<file path="config.mk">
export PLATFORM = sky130hd
export DESIGN_NAME = adcrt_top
export DESIGN_NICKNAME = d
export VERILOG_FILES = /design/src/design/adcrt_pkg.sv /design/src/design/adcrt_top.sv /design/src/design/adcrt_fifo.sv
export VERILOG_INCLUDE_DIRS = /design/src /design/src/design
export SDC_FILE = /design/constraint.sdc
export NUM_CORES = 1
export LEC_CHECK = 0
export ABC_CLOCK_PERIOD_IN_PS = 3620
export BUFFER_PORTS_ARGS = -buffer_cell sky130_fd_sc_hd__buf_2
export CORE_MARGIN = 2
export CORE_UTILIZATION = 50
export CTS_CLUSTER_DIAMETER = 80
export DETAILED_ROUTE_END_ITERATION = 10
export HOLD_SLACK_MARGIN = 0.1
export PLACE_DENSITY = 0.75
export RECOVER_POWER = 25
export SLEW_MARGIN = 20
export SYNTH_ARGS = -nofsm -noshare
export SYNTH_HDL_FRONTEND = slang
export SYNTH_SLANG_ARGS = --single-unit
</file>
<file path="constraint.sdc">
create_clock -name clk -period 3.62 [get_ports clk]
set_input_delay 0.362 -clock clk [delete_from_list [all_inputs] [get_ports clk]]
set_output_delay 0.362 -clock clk [all_outputs]
set_load 0.02 [all_outputs]
</file>
<file path="src/design/adcrt_cfg.svh">
// Purpose: constants for the conversion and readout timing block
// Assumes: 250 MHz core clock
// Notes:   times in their own unit, cycle counts derived below
`ifndef ADCRT_CFG_SVH
`define ADCRT_CFG_SVH

`define ADCRT_CLK_NS          4
`define ADCRT_WORD_BITS       16
`define ADCRT_FIFO_DEPTH      8
`define ADCRT_SYNC_LAT        3

`define ADCRT_T_CONV_NS       1280
`define ADCRT_T_BUSY_MAX_US   1.45
`define ADCRT_T_DATA_VAL_US   1.41
`define ADCRT_T_EOC_BUSY_NS   10
`define ADCRT_T_DATA_BUSY_NS  20
`define ADCRT_T_PAR_TAIL_NS   32
`define ADCRT_T_RDC_SYNC_NS   560
`define ADCRT_T_RAC_SYNC_US   1.31
`define ADCRT_T_SYNC_BUSY_NS  25
`define ADCRT_T_HALF0_NS      16
`define ADCRT_T_RAC_BUSY0_US  2.25
`define ADCRT_T_RAC_BUSY1_US  3.00
`define ADCRT_T_RAC_BUSY2_US  4.40
`define ADCRT_T_RAC_BUSY3_US  7.30

`define ADCRT_US2NS(t)        $rtoi((t) * 1000.0 + 0.5)
`define ADCRT_CONV_CYC        (`ADCRT_T_CONV_NS / `ADCRT_CLK_NS)
`define ADCRT_BUSY_MAX_CYC    (`ADCRT_US2NS(`ADCRT_T_BUSY_MAX_US) / `ADCRT_CLK_NS)
`define ADCRT_DATA_VAL_CYC    (`ADCRT_US2NS(`ADCRT_T_DATA_VAL_US) / `ADCRT_CLK_NS)
`define ADCRT_EOC_BUSY_CYC    ((`ADCRT_T_EOC_BUSY_NS + `ADCRT_CLK_NS - 1) / `ADCRT_CLK_NS)
`define ADCRT_DATA_BUSY_CYC   ((`ADCRT_T_DATA_BUSY_NS + `ADCRT_CLK_NS - 1) / `ADCRT_CLK_NS)
`define ADCRT_PAR_TAIL_CYC    ((`ADCRT_T_PAR_TAIL_NS + `ADCRT_CLK_NS - 1) / `ADCRT_CLK_NS)
`define ADCRT_RDC_SYNC_CYC    (`ADCRT_T_RDC_SYNC_NS / `ADCRT_CLK_NS)
`define ADCRT_RAC_SYNC_CYC    (`ADCRT_US2NS(`ADCRT_T_RAC_SYNC_US) / `ADCRT_CLK_NS)
`define ADCRT_SYNC_BUSY_CYC   ((`ADCRT_T_SYNC_BUSY_NS + `ADCRT_CLK_NS - 1) / `ADCRT_CLK_NS)
`define ADCRT_HALF0_CYC       (`ADCRT_T_HALF0_NS / `ADCRT_CLK_NS)
`define ADCRT_RAC_BUSY0_CYC   (`ADCRT_US2NS(`ADCRT_T_RAC_BUSY0_US) / `ADCRT_CLK_NS)
`define ADCRT_RAC_BUSY1_CYC   (`ADCRT_US2NS(`ADCRT_T_RAC_BUSY1_US) / `ADCRT_CLK_NS)
`define ADCRT_RAC_BUSY2_CYC   (`ADCRT_US2NS(`ADCRT_T_RAC_BUSY2_US) / `ADCRT_CLK_NS)
`define ADCRT_RAC_BUSY3_CYC   (`ADCRT_US2NS(`ADCRT_T_RAC_BUSY3_US) / `ADCRT_CLK_NS)
`define ADCRT_PIN_RST         8'h20

`endif

</file>
<file path="src/design/adcrt_pkg.sv">
// Purpose: types for the conversion and readout timing block
// Assumes: constants come from the cfg header
// Notes:   state codes are Gray along the usual path
`include "adcrt_cfg.svh"
package adcrt_pkg;
    typedef logic [`ADCRT_WORD_BITS-1:0] adcrt_word_t;
    typedef enum logic [1:0] {
        CV_IDLE = 2'b00,
        CV_CONV = 2'b01,
        CV_XFER = 2'b11,
        CV_TAIL = 2'b10
    } adcrt_cv_e;
    typedef enum logic [1:0] {
        SR_IDLE  = 2'b00,
        SR_LEAD  = 2'b01,
        SR_SHIFT = 2'b11,
        SR_HOLD  = 2'b10
    } adcrt_sr_e;
    typedef enum logic [1:0] {
        MD_PAR = 2'b00,
        MD_RDC = 2'b01,
        MD_RAC = 2'b11,
        MD_SLV = 2'b10
    } adcrt_mode_e;
endpackage

</file>
<file path="src/design/adcrt_top.sv">
// Purpose: conversion sequencing, parallel readout and master serial output
// Assumes: pins are asynchronous, core_result is on this clock
// Notes:   results pass through an 8-word buffer before readout
//
// Function
// - Busy lasts at most 1.45 us, except master serial read-after-convert.
// - Busy falls at least 10 ns after internal conversion ends.
// - Parallel result valid within 1.41 us of convert start falling.
// - Parallel data valid at least 20 ns before busy falls.
// - Bus data valid within 40 ns of request; released 2-15 ns after.
// - Read-during-convert frame starts about 560 ns after start; sends previous result.
// - Read-after-convert frame starts about 1.31 us after start.
// - First clock edge follows frame start by 3 ns, or 20 ns when divided.
// - Divided serial clock period at least 30, 60, 120, 240 ns.
// - Divided serial clock period at most 45, 90, 180, 360 ns.
// - Serial clock high and low phases meet per-setting minimums.
// - Frame stays asserted 5, 7, 35, 90 ns after last clock edge.
// - Read-after-convert busy spans transfer, bounded 2.25 to 7.30 us.
// - Busy falls about 25 ns after frame ends in read-after-convert.
// - Read-during-convert always uses undivided 30-45 ns serial clock.
// - Chip select low enables serial outputs within 10 ns.
// - Chip select high floats serial outputs within 10 ns.
// - Divide pins are inputs only in read-after-convert; driven only during a parallel bus request.
// - Each result is one 16-bit word, parallel or serial.
`timescale 1ns/1ns
`include "adcrt_cfg.svh"
module adcrt_top (
    input  logic                clk,
    input  logic                rst_b,
    input  logic                convert_start_n,
    input  logic                chip_select_n,
    input  logic                bus_request_n,
    input  logic                serial_parallel_select,
    input  logic                read_during_convert_select,
    input  logic                clock_source_select,
    input  logic [1:0]          serial_clock_divide_sel_in,
    output logic [1:0]          serial_clock_divide_sel_out,
    output logic                serial_clock_divide_sel_oe,
    input  adcrt_pkg::adcrt_word_t core_result,
    output logic                busy,
    output adcrt_pkg::adcrt_word_t data_out,
    output logic                data_oe,
    output logic                frame_sync,
    output logic                serial_data_clock,
    output logic                serial_result_out,
    output logic                serial_oe
);
    import adcrt_pkg::*;

    localparam logic [8:0] CONV_END = 9'(`ADCRT_CONV_CYC - 1);
    localparam logic [8:0] RDC_GO   = 9'(`ADCRT_RDC_SYNC_CYC - `ADCRT_SYNC_LAT - 1);
    localparam logic [8:0] RAC_GO   = 9'(`ADCRT_RAC_SYNC_CYC - `ADCRT_SYNC_LAT - 1);
    localparam logic [8:0] PAR_TAIL = 9'(`ADCRT_PAR_TAIL_CYC - 1);
    localparam logic [8:0] RAC_TAIL = 9'(`ADCRT_SYNC_BUSY_CYC - 2);
    localparam logic [5:0] HALF0    = 6'(`ADCRT_HALF0_CYC);

    ////////////////////////////////////////////////////////////////////////
    // Pin synchronisers; enables are formed before the first flop so that
    // the output enables come straight off the second flop
    logic [7:0] pin_raw;
    logic [7:0] pin_s1;
    logic [7:0] pin_s2;
    logic       cnv_d;
    logic       start_fall;
    logic       ser_en;
    adcrt_mode_e mode_now;

    assign pin_raw = {~chip_select_n, ~bus_request_n & ~serial_parallel_select, convert_start_n,
                      serial_parallel_select, read_during_convert_select, clock_source_select,
                      serial_clock_divide_sel_in};

    always_ff @(posedge clk) begin
        if (!rst_b) begin
            pin_s1 <= `ADCRT_PIN_RST;
            pin_s2 <= `ADCRT_PIN_RST;
            cnv_d  <= 1'b1;
        end else begin
            pin_s1 <= pin_raw;
            pin_s2 <= pin_s1;
            cnv_d  <= pin_s2[5];
        end
    end

    assign start_fall = cnv_d & ~pin_s2[5];
    assign ser_en     = pin_s2[7];
    assign serial_oe  = pin_s2[7];
    assign data_oe    = pin_s2[6];
    assign serial_clock_divide_sel_oe = pin_s2[6];

    always_comb begin
        if (!pin_s2[4]) begin
            mode_now = MD_PAR;
        end else if (pin_s2[2]) begin
            mode_now = MD_SLV;
        end else if (pin_s2[3]) begin
            mode_now = MD_RDC;
        end else begin
            mode_now = MD_RAC;
        end
    end

    ////////////////////////////////////////////////////////////////////////
    // Result buffer; a full buffer refuses the next conversion start
    logic        f_in_valid;
    logic        f_in_ready;
    logic        f_out_valid;
    logic        f_out_ready;
    adcrt_word_t f_out_data;

    adcrt_fifo #(
        .WIDTH (`ADCRT_WORD_BITS),
        .DEPTH (`ADCRT_FIFO_DEPTH)
    ) u_fifo (
        .clk       (clk),
        .rst_b     (rst_b),
        .in_valid  (f_in_valid),
        .in_ready  (f_in_ready),
        .in_data   (core_result),
        .out_valid (f_out_valid),
        .out_ready (f_out_ready),
        .out_data  (f_out_data)
    );

    ////////////////////////////////////////////////////////////////////////
    // Conversion sequencer
    adcrt_cv_e   cv_state;
    adcrt_cv_e   next_cv_state;
    adcrt_mode_e mode;
    adcrt_mode_e next_mode;
    logic [8:0]  ccnt;
    logic [8:0]  next_ccnt;
    logic        next_busy;
    logic        ser_done;
    logic [8:0]  tail_end;

    assign tail_end = (mode == MD_RAC) ? RAC_TAIL : PAR_TAIL;

    always_comb begin
        next_cv_state = cv_state;
        next_ccnt     = ccnt;
        next_mode     = mode;
        next_busy     = busy;
        f_in_valid    = 1'b0;
        case (cv_state)
            CV_IDLE: begin
                if (start_fall && f_in_ready) begin
                    next_cv_state = CV_CONV;
                    next_ccnt     = '0;
                    next_mode     = mode_now;
                    next_busy     = 1'b1;
                end
            end
            CV_CONV: begin
                next_ccnt = ccnt + 9'h001;
                if (ccnt == CONV_END) begin
                    f_in_valid = 1'b1;
                    if (mode == MD_RAC && ser_en) begin
                        next_cv_state = CV_XFER;
                    end else begin
                        next_cv_state = CV_TAIL;
                        next_ccnt     = '0;
                    end
                end
            end
            CV_XFER: begin
                if (ccnt != 9'h1ff) begin
                    next_ccnt = ccnt + 9'h001;
                end
                if (ser_done) begin
                    next_cv_state = CV_TAIL;
                    next_ccnt     = '0;
                end
            end
            CV_TAIL: begin
                next_ccnt = ccnt + 9'h001;
                if (ccnt == tail_end) begin
                    next_cv_state = CV_IDLE;
                    next_busy     = 1'b0;
                end
            end
            default: begin
                next_cv_state = CV_IDLE;
                next_busy     = 1'b0;
            end
        endcase
    end

    always_ff @(posedge clk) begin
        if (!rst_b) begin
            cv_state <= CV_IDLE;
            ccnt     <= '0;
            mode     <= MD_PAR;
            busy     <= 1'b0;
        end else begin
            cv_state <= next_cv_state;
            ccnt     <= next_ccnt;
            mode     <= next_mode;
            busy     <= next_busy;
        end
    end

    ////////////////////////////////////////////////////////////////////////
    // Readout: parallel takes every word, serial frames take one each
    adcrt_sr_e sr_state;
    logic      rdc_go;
    logic      rac_go;
    logic      par_pop;

    assign rdc_go = (cv_state == CV_CONV) && (mode == MD_RDC) && (ccnt == RDC_GO)
                    && ser_en && f_out_valid && (sr_state == SR_IDLE);
    assign rac_go = (cv_state == CV_XFER) && (ccnt == RAC_GO)
                    && f_out_valid && (sr_state == SR_IDLE);
    assign par_pop = (mode == MD_PAR) && f_out_valid;
    assign f_out_ready = par_pop | rdc_go | rac_go;

    adcrt_word_t next_data_out;
    logic [1:0]  next_div_out;

    always_comb begin
        next_data_out = data_out;
        next_div_out  = serial_clock_divide_sel_out;
        if (par_pop) begin
            next_data_out = f_out_data;
            next_div_out  = f_out_data[3:2];
        end
    end

    always_ff @(posedge clk) begin
        if (!rst_b) begin
            data_out                    <= '0;
            serial_clock_divide_sel_out <= 2'h0;
        end else begin
            data_out                    <= next_data_out;
            serial_clock_divide_sel_out <= next_div_out;
        end
    end

    ////////////////////////////////////////////////////////////////////////
    // Serial engine: lead half, 16 clocks MSB first, trailing half
    adcrt_sr_e   next_sr_state;
    logic [5:0]  hcnt;
    logic [5:0]  next_hcnt;
    logic [5:0]  half_len;
    logic [5:0]  next_half_len;
    logic [3:0]  bitn;
    logic [3:0]  next_bitn;
    adcrt_word_t shreg;
    adcrt_word_t next_shreg;
    logic        next_sclk;
    logic        next_fsync;
    logic        next_sdo;
    logic        next_done;
    logic        half_hit;

    assign half_hit = (hcnt == half_len - 6'h01);

    always_comb begin
        next_sr_state = sr_state;
        next_hcnt     = hcnt + 6'h01;
        next_half_len = half_len;
        next_bitn     = bitn;
        next_shreg    = shreg;
        next_sclk     = serial_data_clock;
        next_fsync    = frame_sync;
        next_sdo      = serial_result_out;
        next_done     = 1'b0;
        case (sr_state)
            SR_IDLE: begin
                next_hcnt = '0;
                if (rdc_go || rac_go) begin
                    next_sr_state = SR_LEAD;
                    // Divider only honoured after conversion
                    next_half_len = rac_go ? HALF0 << pin_s2[1:0] : HALF0;
                    next_shreg    = f_out_data;
                    next_sdo      = f_out_data[15];
                    next_fsync    = 1'b1;
                    next_sclk     = 1'b0;
                    next_bitn     = '0;
                end
            end
            SR_LEAD: begin
                if (half_hit) begin
                    next_hcnt     = '0;
                    next_sclk     = 1'b1;
                    next_sr_state = SR_SHIFT;
                end
            end
            SR_SHIFT: begin
                if (half_hit) begin
                    next_hcnt = '0;
                    next_sclk = ~serial_data_clock;
                    if (serial_data_clock) begin
                        if (bitn == 4'hf) begin
                            next_sr_state = SR_HOLD;
                        end else begin
                            next_bitn  = bitn + 4'h1;
                            next_shreg = {shreg[14:0], 1'b0};
                            next_sdo   = shreg[14];
                        end
                    end
                end
            end
            SR_HOLD: begin
                if (half_hit) begin
                    next_hcnt     = '0;
                    next_sr_state = SR_IDLE;
                    next_fsync    = 1'b0;
                    next_sdo      = 1'b0;
                    next_done     = 1'b1;
                end
            end
            default: begin
                next_sr_state = SR_IDLE;
                next_fsync    = 1'b0;
                next_sclk     = 1'b0;
            end
        endcase
    end

    always_ff @(posedge clk) begin
        if (!rst_b) begin
            sr_state          <= SR_IDLE;
            hcnt              <= '0;
            half_len          <= 6'h04;
            bitn              <= '0;
            shreg             <= '0;
            serial_data_clock <= 1'b0;
            frame_sync        <= 1'b0;
            serial_result_out <= 1'b0;
            ser_done          <= 1'b0;
        end else begin
            sr_state          <= next_sr_state;
            hcnt              <= next_hcnt;
            half_len          <= next_half_len;
            bitn              <= next_bitn;
            shreg             <= next_shreg;
            serial_data_clock <= next_sclk;
            frame_sync        <= next_fsync;
            serial_result_out <= next_sdo;
            ser_done          <= next_done;
        end
    end

    ////////////////////////////////////////////////////////////////////////
    // Checks
    localparam int BUSY_LIM = `ADCRT_BUSY_MAX_CYC - `ADCRT_SYNC_LAT;
    logic [10:0] bcnt;
    logic [5:0]  lvl_cnt;
    logic [4:0]  edge_cnt;
    logic [10:0] rac_lim;

    always_comb begin
        case (half_len)
            6'h04:   rac_lim = 11'(`ADCRT_RAC_BUSY0_CYC - `ADCRT_SYNC_LAT);
            6'h08:   rac_lim = 11'(`ADCRT_RAC_BUSY1_CYC - `ADCRT_SYNC_LAT);
            6'h10:   rac_lim = 11'(`ADCRT_RAC_BUSY2_CYC - `ADCRT_SYNC_LAT);
            default: rac_lim = 11'(`ADCRT_RAC_BUSY3_CYC - `ADCRT_SYNC_LAT);
        endcase
    end

    always_ff @(posedge clk) begin
        if (!rst_b) begin
            bcnt     <= '0;
            lvl_cnt  <= '0;
            edge_cnt <= '0;
        end else begin
            bcnt     <= busy ? bcnt + 11'h001 : 11'h000;
            lvl_cnt  <= (serial_data_clock != next_sclk || (next_fsync && !frame_sync)) ? 6'h01 : lvl_cnt + 6'h01;
            edge_cnt <= !frame_sync ? 5'h00 : edge_cnt + 5'(next_sclk & ~serial_data_clock);
        end
    end
endmodule

</file>
<file path="src/design/adcrt_fifo.sv">
// Purpose: result buffer between conversion and readout
// Assumes: DEPTH is a power of two, pointers wrap freely
// Notes:   show-ahead output, count gives honest full and empty
`timescale 1ns/1ns
`include "adcrt_cfg.svh"
module adcrt_fifo #(
    parameter int WIDTH = `ADCRT_WORD_BITS,
    parameter int DEPTH = `ADCRT_FIFO_DEPTH
) (
    input  logic             clk,
    input  logic             rst_b,
    input  logic             in_valid,
    output logic             in_ready,
    input  logic [WIDTH-1:0] in_data,
    output logic             out_valid,
    input  logic             out_ready,
    output logic [WIDTH-1:0] out_data
);
    localparam int AW = $clog2(DEPTH);
    logic [WIDTH-1:0] mem [DEPTH];
    logic [AW-1:0]    wr_ptr;
    logic [AW-1:0]    rd_ptr;
    logic [AW:0]      count;
    logic [AW-1:0]    next_wr_ptr;
    logic [AW-1:0]    next_rd_ptr;
    logic [AW:0]      next_count;
    logic             push;
    logic             pop;

    assign in_ready  = (count != (AW+1)'(DEPTH));
    assign out_valid = (count != '0);
    assign out_data  = mem[rd_ptr];
    assign push      = in_valid & in_ready;
    assign pop       = out_valid & out_ready;

    always_comb begin
        next_wr_ptr = push ? wr_ptr + 1'b1 : wr_ptr;
        next_rd_ptr = pop ? rd_ptr + 1'b1 : rd_ptr;
        next_count  = count + (AW+1)'(push) - (AW+1)'(pop);
    end

    always_ff @(posedge clk) begin
        if (!rst_b) begin
            wr_ptr <= '0;
            rd_ptr <= '0;
            count  <= '0;
        end else begin
            wr_ptr <= next_wr_ptr;
            rd_ptr <= next_rd_ptr;
            count  <= next_count;
        end
    end

    // Storage carries no reset, only the pointers matter
    always_ff @(posedge clk) begin
        if (push) begin
            mem[wr_ptr] <= in_data;
        end
    end
endmodule

</file>
# After elaboration in Yosys (flattened, before gate mapping)
# Memories as Yosys holds them, arrays and structs flattened. A register that Yosys moved wholly into a read port is not among the register bits.
# Index checks and enable logic that the tools add are counted.
[classes]
n_addsub = 8
n_eq_ne = 28
n_shift = 1
n_mux = 58
bitwise = 11
reduce_logical = 33
[op_table]
columns = ["op", "n"]
rows = [
  ["$mux W15", 4],
  ["$mux W9", 5],
  ["$pmux W9 S4", 1],
  ["$pmux W15 S2", 1],
  ["$mux W2", 14],
  ["$ne A2 B2 Y1 const B", 10],
  ["$eq A9 B9 Y1 const B", 2],
  ["$mux W1", 17],
  ["$mux W4", 4],
  ["$pmux W2 S4", 2],
  ["$mux W6", 2],
  ["$pmux W6 S2", 1],
  ["$reduce_and A6 Y1", 2],
  ["$logic_and A1 B1 Y1", 11],
  ["$eq A2 B2 Y1 const B", 5],
  ["$add A9 B1 Y9 const B", 1],
  ["$eq A9 B3 Y1", 1],
  ["$eq A9 B8 Y1 const B", 1],
  ["$ne A9 B9 Y1 const B", 1],
  ["$pmux W4 S2", 1],
  ["$reduce_and A2 Y1", 4],
  ["$reduce_and A4 Y1", 2],
  ["$add A3 B1 Y3 const B", 2],
  ["$add A6 B1 Y6 const B", 1],
  ["other kinds (25)", 44],
]
[word_totals]
register_bits = 96
ramBits = 128
in_bits = 26
output_inout_bits = 25
wordCells = 161
n_memories = 1
[memory_table]
columns = ["name", "words", "word_bits", "rd", "rd_ports_with_merged_regs", "write_ports", "line", "rtl"]
rows = [
  ["u_fifo.mem", 8, 16, 1, 1, 1, "adcrt_fifo.sv:20", "logic [WIDTH-1:0] mem [DEPTH];"],
]

# Depth between registers and ports, before layout
[logic_depth]
ltp_word = 11
ltp_mapped = 13

# Modules after synthesis
# A second synthesis with hierarchy kept.
[hier_totals]
cells_unflattened = 666
area_unflattened_um2 = 9280.2
[by_module_without_submodules]
columns = ["mod", "instances", "cells_per_inst", "area_each_um2", "seq_area_each_um2"]
rows = [
  ["adcrt_fifo", 1, 263, 5619.1, 4103.9],
  ["adcrt_top", 1, 403, 3661.0, 1641.6],
]

# Worst setup path after synthesis
# No wires, ideal clock.
[synth_path]
path_kind = "register to register"
from = "register ccnt[6]"
to = "memory u_fifo.mem[0][0] in the netlist's numbering, enable pin"
setup_ns = 0.430
arrival_ns = 2.861
path_slack_ns = 0.329
stages_incl_launch_ff = 6
path_cell_list = "dfxtp_1 > clkbuf_1 > or3b_1 > nor3_1 > nand2_1 > nor4_1"
[synth_between]
elab_chain_cells = 6
[synth_rtl]
columns = ["item", "line", "rtl"]
rows = [
  ["start: declaration", "adcrt_top.sv:130", "logic [8:0] ccnt;"],
  ["start signal: assignment", "adcrt_top.sv:196", "ccnt <= next_ccnt;"],
  ["$eq A9 B9 Y1", "adcrt_top.sv:155", "if (ccnt == CONV_END) begin"],
  ["$mux W1", "adcrt_top.sv:155", ""],
  ["$mux W1", "adcrt_top.sv:144", "case (cv_state)"],
  ["$and A1 B1 Y1", "adcrt_fifo.sv:33", "assign push = in_valid & in_ready;"],
  ["$mux W1", "adcrt_fifo.sv:56", "if (push) begin"],
  ["$mux W1 (implied by the code)", "adcrt_fifo.sv:57", "mem[wr_ptr] <= in_data;"],
  ["end: declaration", "adcrt_fifo.sv:20", ""],
]
# Every way passes these cells.

# Worst setup path after layout
[layout_path]
from = "register u_fifo.count[2]"
to = "register u_fifo.count[2]"
[layout_between]
elab_chain_cells = 7
[layout_rtl]
columns = ["item", "line", "rtl"]
rows = [
  ["start: declaration", "adcrt_fifo.sv:23", "logic [AW:0] count;"],
  ["start signal: assignment", "adcrt_fifo.sv:50", "count <= next_count;"],
  ["$reduce_bool A4 Y1 *", "adcrt_fifo.sv:31", "assign out_valid = (count != '0);"],
  ["$logic_and A1 B1 Y1 (2 in a row)", "adcrt_top.sv:210", "&& ser_en && f_out_valid && (sr_state == SR_IDLE);"],
  ["$or A1 B1 Y1 (2 in a row)", "adcrt_top.sv:214", "assign f_out_ready = par_pop | rdc_go | rac_go;"],
  ["$and A1 B1 Y1 *", "adcrt_fifo.sv:34", "assign pop = out_valid & out_ready;"],
  ["net u_fifo.pop", "adcrt_fifo.sv:28", "logic pop;"],
  ["$sub A4 B1 Y4 *", "adcrt_fifo.sv:39", "next_count = count + (AW+1)'(push) - (AW+1)'(pop);"],
]
# Mark *: on every way through the listed nets, which the timed path passes. The rest lies on a longest branch.
# A chain may end at the register's enable or synchronous reset.

==> metrics.txt <==
# TYPE chip_impl_metric gauge
chip_impl_info{name="result_of_the_run",value="complete, no violations"} 1
chip_impl_info{name="hold_end",value="u_fifo.mem[0][10]$_DFFE_PP_"} 1
chip_impl_info{name="tritoncts",value="done"} 1
chip_impl_metric{name="slew_violations",unit=""} 0
chip_impl_metric{name="vias_per_cell",unit=""} 5.62
chip_impl_metric{name="fp.dieH",unit="um"} 139
chip_impl_metric{name="via_count_of_the_first_global_routing_pass",unit=""} 5913
chip_impl_metric{name="finalHoldViolCount",unit=""} 0
chip_impl_metric{name="dieWidth",unit="um"} 139
chip_impl_metric{name="pwr_density_cell",unit="nW/um^2"} 649
chip_impl_metric{name="drcViolationCount",unit=""} 0
chip_impl_metric{name="grt.overflow.total",unit=""} 0
chip_impl_metric{name="drt-pass1-iter-count",unit=""} 5
chip_impl_metric{name="synth_seq_area_share",unit=""} 0.629
chip_impl_metric{name="grt_max_degree",unit=""} 61
chip_impl_metric{name="worst-slew-pin-transition",unit="ps"} 1050
chip_impl_info{name="worstReg2RegEnd",value="u_fifo.count[2]$_SDFF_PN0_"} 1
chip_impl_metric{name="simple_gate_share_of_the_synthesized_area",unit=""} 0.117
chip_impl_metric{name="num_vias",unit=""} 5838
chip_impl_metric{name="max-clock-path-buffers",unit=""} 3
chip_impl_metric{name="worstRegToRegCells",unit=""} 13
chip_impl_metric{name="yosys_warnings",unit=""} 0
chip_impl_metric{name="crit_fanout",unit=""} 8
chip_impl_metric{name="antenna_found_initial",unit=""} 2
chip_impl_metric{name="crit_arrival",unit="ps"} 3560
chip_impl_metric{name="postLayoutCoreUtil",unit=""} 0.591
chip_impl_metric{name="timing.final.crit_share",unit=""} 0.876
chip_impl_metric{name="clock_latency",unit="ps"} 520
chip_impl_metric{name="finalClockSkew",unit="ps"} 19.9
chip_impl_metric{name="postSynthCellCount",unit=""} 722
chip_impl_metric{name="critPathRequiredTime",unit="ps"} 4010
chip_impl_info{name="netlist.top_cell.by_area",value="edfxtp_1"} 1
chip_impl_metric{name="final.setup.tns",unit="ps"} 0
chip_impl_info{name="min-delay-start",value="core_result[10]"} 1
chip_impl_metric{name="clock_buffer_count_from_cts",unit=""} 23
chip_impl_metric{name="post_route_cells_drive_above_1_share",unit=""} 0.134
chip_impl_metric{name="critPathMaxStageDelay",unit="ps"} 570
chip_impl_metric{name="yosys.area_share.xor_xnor",unit=""} 0.0169
chip_impl_metric{name="layout.nets",unit=""} 832
chip_impl_info{name="path_cells",value="inv_1 > ha_1 > nor3b_2 > or4_4 > a21o_1 > a21oi_2 > ha_1 > inv_1 > ha_1 > inv_1 > fa_1 > xor2_1 > nor2_1"} 1
chip_impl_metric{name="synthesis.nets",unit=""} 763
chip_impl_metric{name="hold-path-cell-count",unit=""} 1
chip_impl_metric{name="h-tree-depth",unit=""} 1
chip_impl_info{name="synth_most_common_cell",value="edfxtp_1"} 1
chip_impl_metric{name="fmax",unit="GHz"} 0.315
chip_impl_info{name="cp_slowest_cell",value="or4_4"} 1
chip_impl_info{name="largest_family_of_logic_cells_by_synthesized_area",value="simple AND/OR/NAND/NOR gates"} 1
chip_impl_metric{name="synth_top_cell_area_share",unit=""} 0.421
chip_impl_metric{name="p_total",unit="mW"} 6.90
chip_impl_info{name="grt_setup_unrepaired",value="false"} 1
chip_impl_metric{name="count_of_nets_left_with_antenna_violations_after_detail_routing",unit=""} 0
chip_impl_metric{name="sequential_cell_area",unit="sq um"} 5750
chip_impl_metric{name="synth_area_per_cell",unit="sq um"} 12.6
chip_impl_metric{name="post_synthesis_share_of_cell_area_spent_on_full_adders_half_adders_and_majority_gates",unit=""} 0.0214
chip_impl_metric{name="synth_enable_flop_cells",unit=""} 128
chip_impl_metric{name="cellLeakagePower",unit="nW"} 3.84
chip_impl_metric{name="synth_mux_area_frac",unit=""} 0.0938
chip_impl_metric{name="detail_route.iter0.violations",unit=""} 362
chip_impl_metric{name="clock_sink_count",unit=""} 223
chip_impl_info{name="synth_common_cells",value="edfxtp_1, dfxtp_1, mux2i_1"} 1
chip_impl_info{name="hold_path_class",value="in2reg"} 1
chip_impl_metric{name="multi_input_comb_area",unit="sq um"} 3170
chip_impl_metric{name="detail_route.wl_per_cell",unit="um"} 18.3
chip_impl_info{name="clock-root-buffer",value="clkbuf_16"} 1
chip_impl_metric{name="cp_num_buf_inv",unit=""} 3
chip_impl_info{name="setup.worst_path.class",value="reg2reg"} 1
chip_impl_metric{name="slew_headroom",unit=""} 0.300
chip_impl_metric{name="num-fill-cells",unit=""} 1398
chip_impl_info{name="ys_dominant_reg_cell",value="edfxtp_1"} 1
chip_impl_metric{name="dp_hpwl",unit="um"} 12100
chip_impl_metric{name="core_region_area",unit="sq um"} 18000
chip_impl_info{name="timing.critical_path.to_type",value="flop"} 1
chip_impl_metric{name="cts.repair_timing.setup_buffer_count",unit=""} 0
chip_impl_metric{name="synth-compound-area-share",unit=""} 0.0950
chip_impl_metric{name="synthToLayoutAreaGrowth",unit="%"} 16.4
chip_impl_metric{name="ir_drop",unit="uV"} 439
chip_impl_metric{name="globalplace.congestion",unit=""} 0.795
chip_impl_metric{name="fp.dieArea",unit="sq um"} 19400
chip_impl_metric{name="initial_cell_density_of_the_core",unit=""} 0.508
chip_impl_info{name="critical-path-top-delay-family",value="adder cells"} 1
chip_impl_info{name="reg_to_reg_critical_path_startpoint",value="u_fifo.count[2]$_SDFF_PN0_"} 1
chip_impl_metric{name="ys_seq_elements",unit=""} 223
chip_impl_metric{name="setup_violations",unit=""} 0
chip_impl_metric{name="synth_cell_type_count",unit=""} 69
chip_impl_metric{name="async_flop_share",unit=""} 0
chip_impl_metric{name="first_pass_grt_wire_length",unit="um"} 30200
chip_impl_metric{name="clkSlewWorstSetupHoldPaths",unit="ps"} 60
chip_impl_metric{name="globalRouteTotalUtil",unit=""} 0.194
chip_impl_metric{name="buffer_ports.inserted",unit=""} 50
chip_impl_metric{name="io_pins",unit=""} 51
chip_impl_info{name="synthTopCellsByArea",value="edfxtp_1, dfxtp_1, mux2i_1"} 1
chip_impl_info{name="startpoint_type",value="flop"} 1
chip_impl_metric{name="max_cap_violation_count",unit=""} 0
chip_impl_metric{name="synth.cell_area",unit="sq um"} 9130
chip_impl_metric{name="route.final.wire_length",unit="um"} 19000
chip_impl_metric{name="period_minus_slack",unit="ps"} 3170
chip_impl_metric{name="r2r_setup_slack",unit="ps"} 450
chip_impl_metric{name="std_cell_rows",unit=""} 49
[worst reg2reg max path, stage by stage (launching register included)]
cell     delay [ps]
dfxtp_1         310
inv_1            70
ha_1            180
nor3b_2         180
or4_4           570
a21o_1          290
a21oi_2         320
ha_1            280
inv_1            50
ha_1            150
inv_1            50
fa_1            380
xor2_1          150
nor2_1           50
[cell type report]
cell class	instances	share of cell area
clock inverter	10	0.0177
tap	229	0.0270
inverter	22	0.00777
timing repair buffer	80	0.0476
multi-input combinational	441	0.298
clock buffer	32	0.0602
sequential	223	0.541
antenna	2	0.000471
[worst max-delay path by stage]
| stage | from | endpoint | slack (ps) | cells past startpoint |
|---|---|---|---|---|
| floorplan | ccnt[6]$_SDFFE_PN0P_ | u_fifo.mem[0][0]$_DFFE_PP_ | 330 | 5 |
| global placement | u_fifo.count[2]$_SDFF_PN0_ | u_fifo.count[2]$_SDFF_PN0_ | 570 | 13 |
| detailed placement | u_fifo.count[2]$_SDFF_PN0_ | u_fifo.count[3]$_SDFF_PN0_ | 430 | 13 |
| CTS | u_fifo.count[2]$_SDFF_PN0_ | u_fifo.count[3]$_SDFF_PN0_ | 430 | 13 |
| global route | u_fifo.count[2]$_SDFF_PN0_ | u_fifo.count[3]$_SDFF_PN0_ | 230 | 13 |
| finish | u_fifo.count[2]$_SDFF_PN0_ | u_fifo.count[2]$_SDFF_PN0_ | 450 | 13 |
[logic make-up (layout without fill, tap and decap cells)]
| family | after synthesis | after routing |
|---|---|---|
| flip-flops | 223 | 223 |
| AO/OA/AOI/OAI | 120 | 120 |
| buffers and inverters | 58 | 144 |
| AND/OR/NAND/NOR | 207 | 207 |
| XOR/XNOR | 16 | 16 |
| other | 0 | 2 |
| multiplexers | 83 | 83 |
| adder cells (fa/ha/maj) | 15 | 15 |
[flip-flops by register name (all words and copies together), names as in the netlist, 4 cells and up, named ones only]
register      count
pin_s1            8
u_fifo.count      4
shreg            15
hcnt              6
ccnt              9
half_len          4
data_out         15
pin_s2            8
u_fifo.mem      128
bitn              4
[timing repair]
item,4_1_cts,5_1_grt
hold buffers,13,0
endpoints found under the hold margin,40,0
resized for setup,0,0
[stage by stage]
stage                     hold slack (ps)  cell area [sq um]  worst slack (ps)  instances
final                                 193              10600               449       1039
after CTS                             100              10600               431       1037
after floorplan                       386               9130               329        722
after global placement                401               9680               574        982
after detailed placement              403               9680               430        982
after global routing                  197              10600               227       1037
[power breakdown]
group | switching (mW) | internal (mW) | total [mW]
logic | 0.827 | 0.559 | 1.39
registers | 0.147 | 2.82 | 2.97
clock network | 0.945 | 1.60 | 2.54
[layer usage]
layer | track usage | vias to the layer above | part of all wire
li1 | - | 2814 | -
met5 | 0 | - | 0
met3 | 0.0369 | 27 | 0.060
met4 | 0.0494 | 0 | 0.015
met2 | 0.342 | 167 | 0.50
met1 | 0.246 | 2830 | 0.43
[cells in the final DEF, fill, tap and decap left out, types with 20 or more instances in the layout]
cell type,n
edfxtp_1,128
dfxtp_1,94
mux2i_1,81
nand2_1,69
buf_2,38
nor2_1,36
a21oi_1,30
nand2b_1,26
clkbuf_16,23
inv_1,20
No activity file was read; power rests on OpenSTA's default activity.
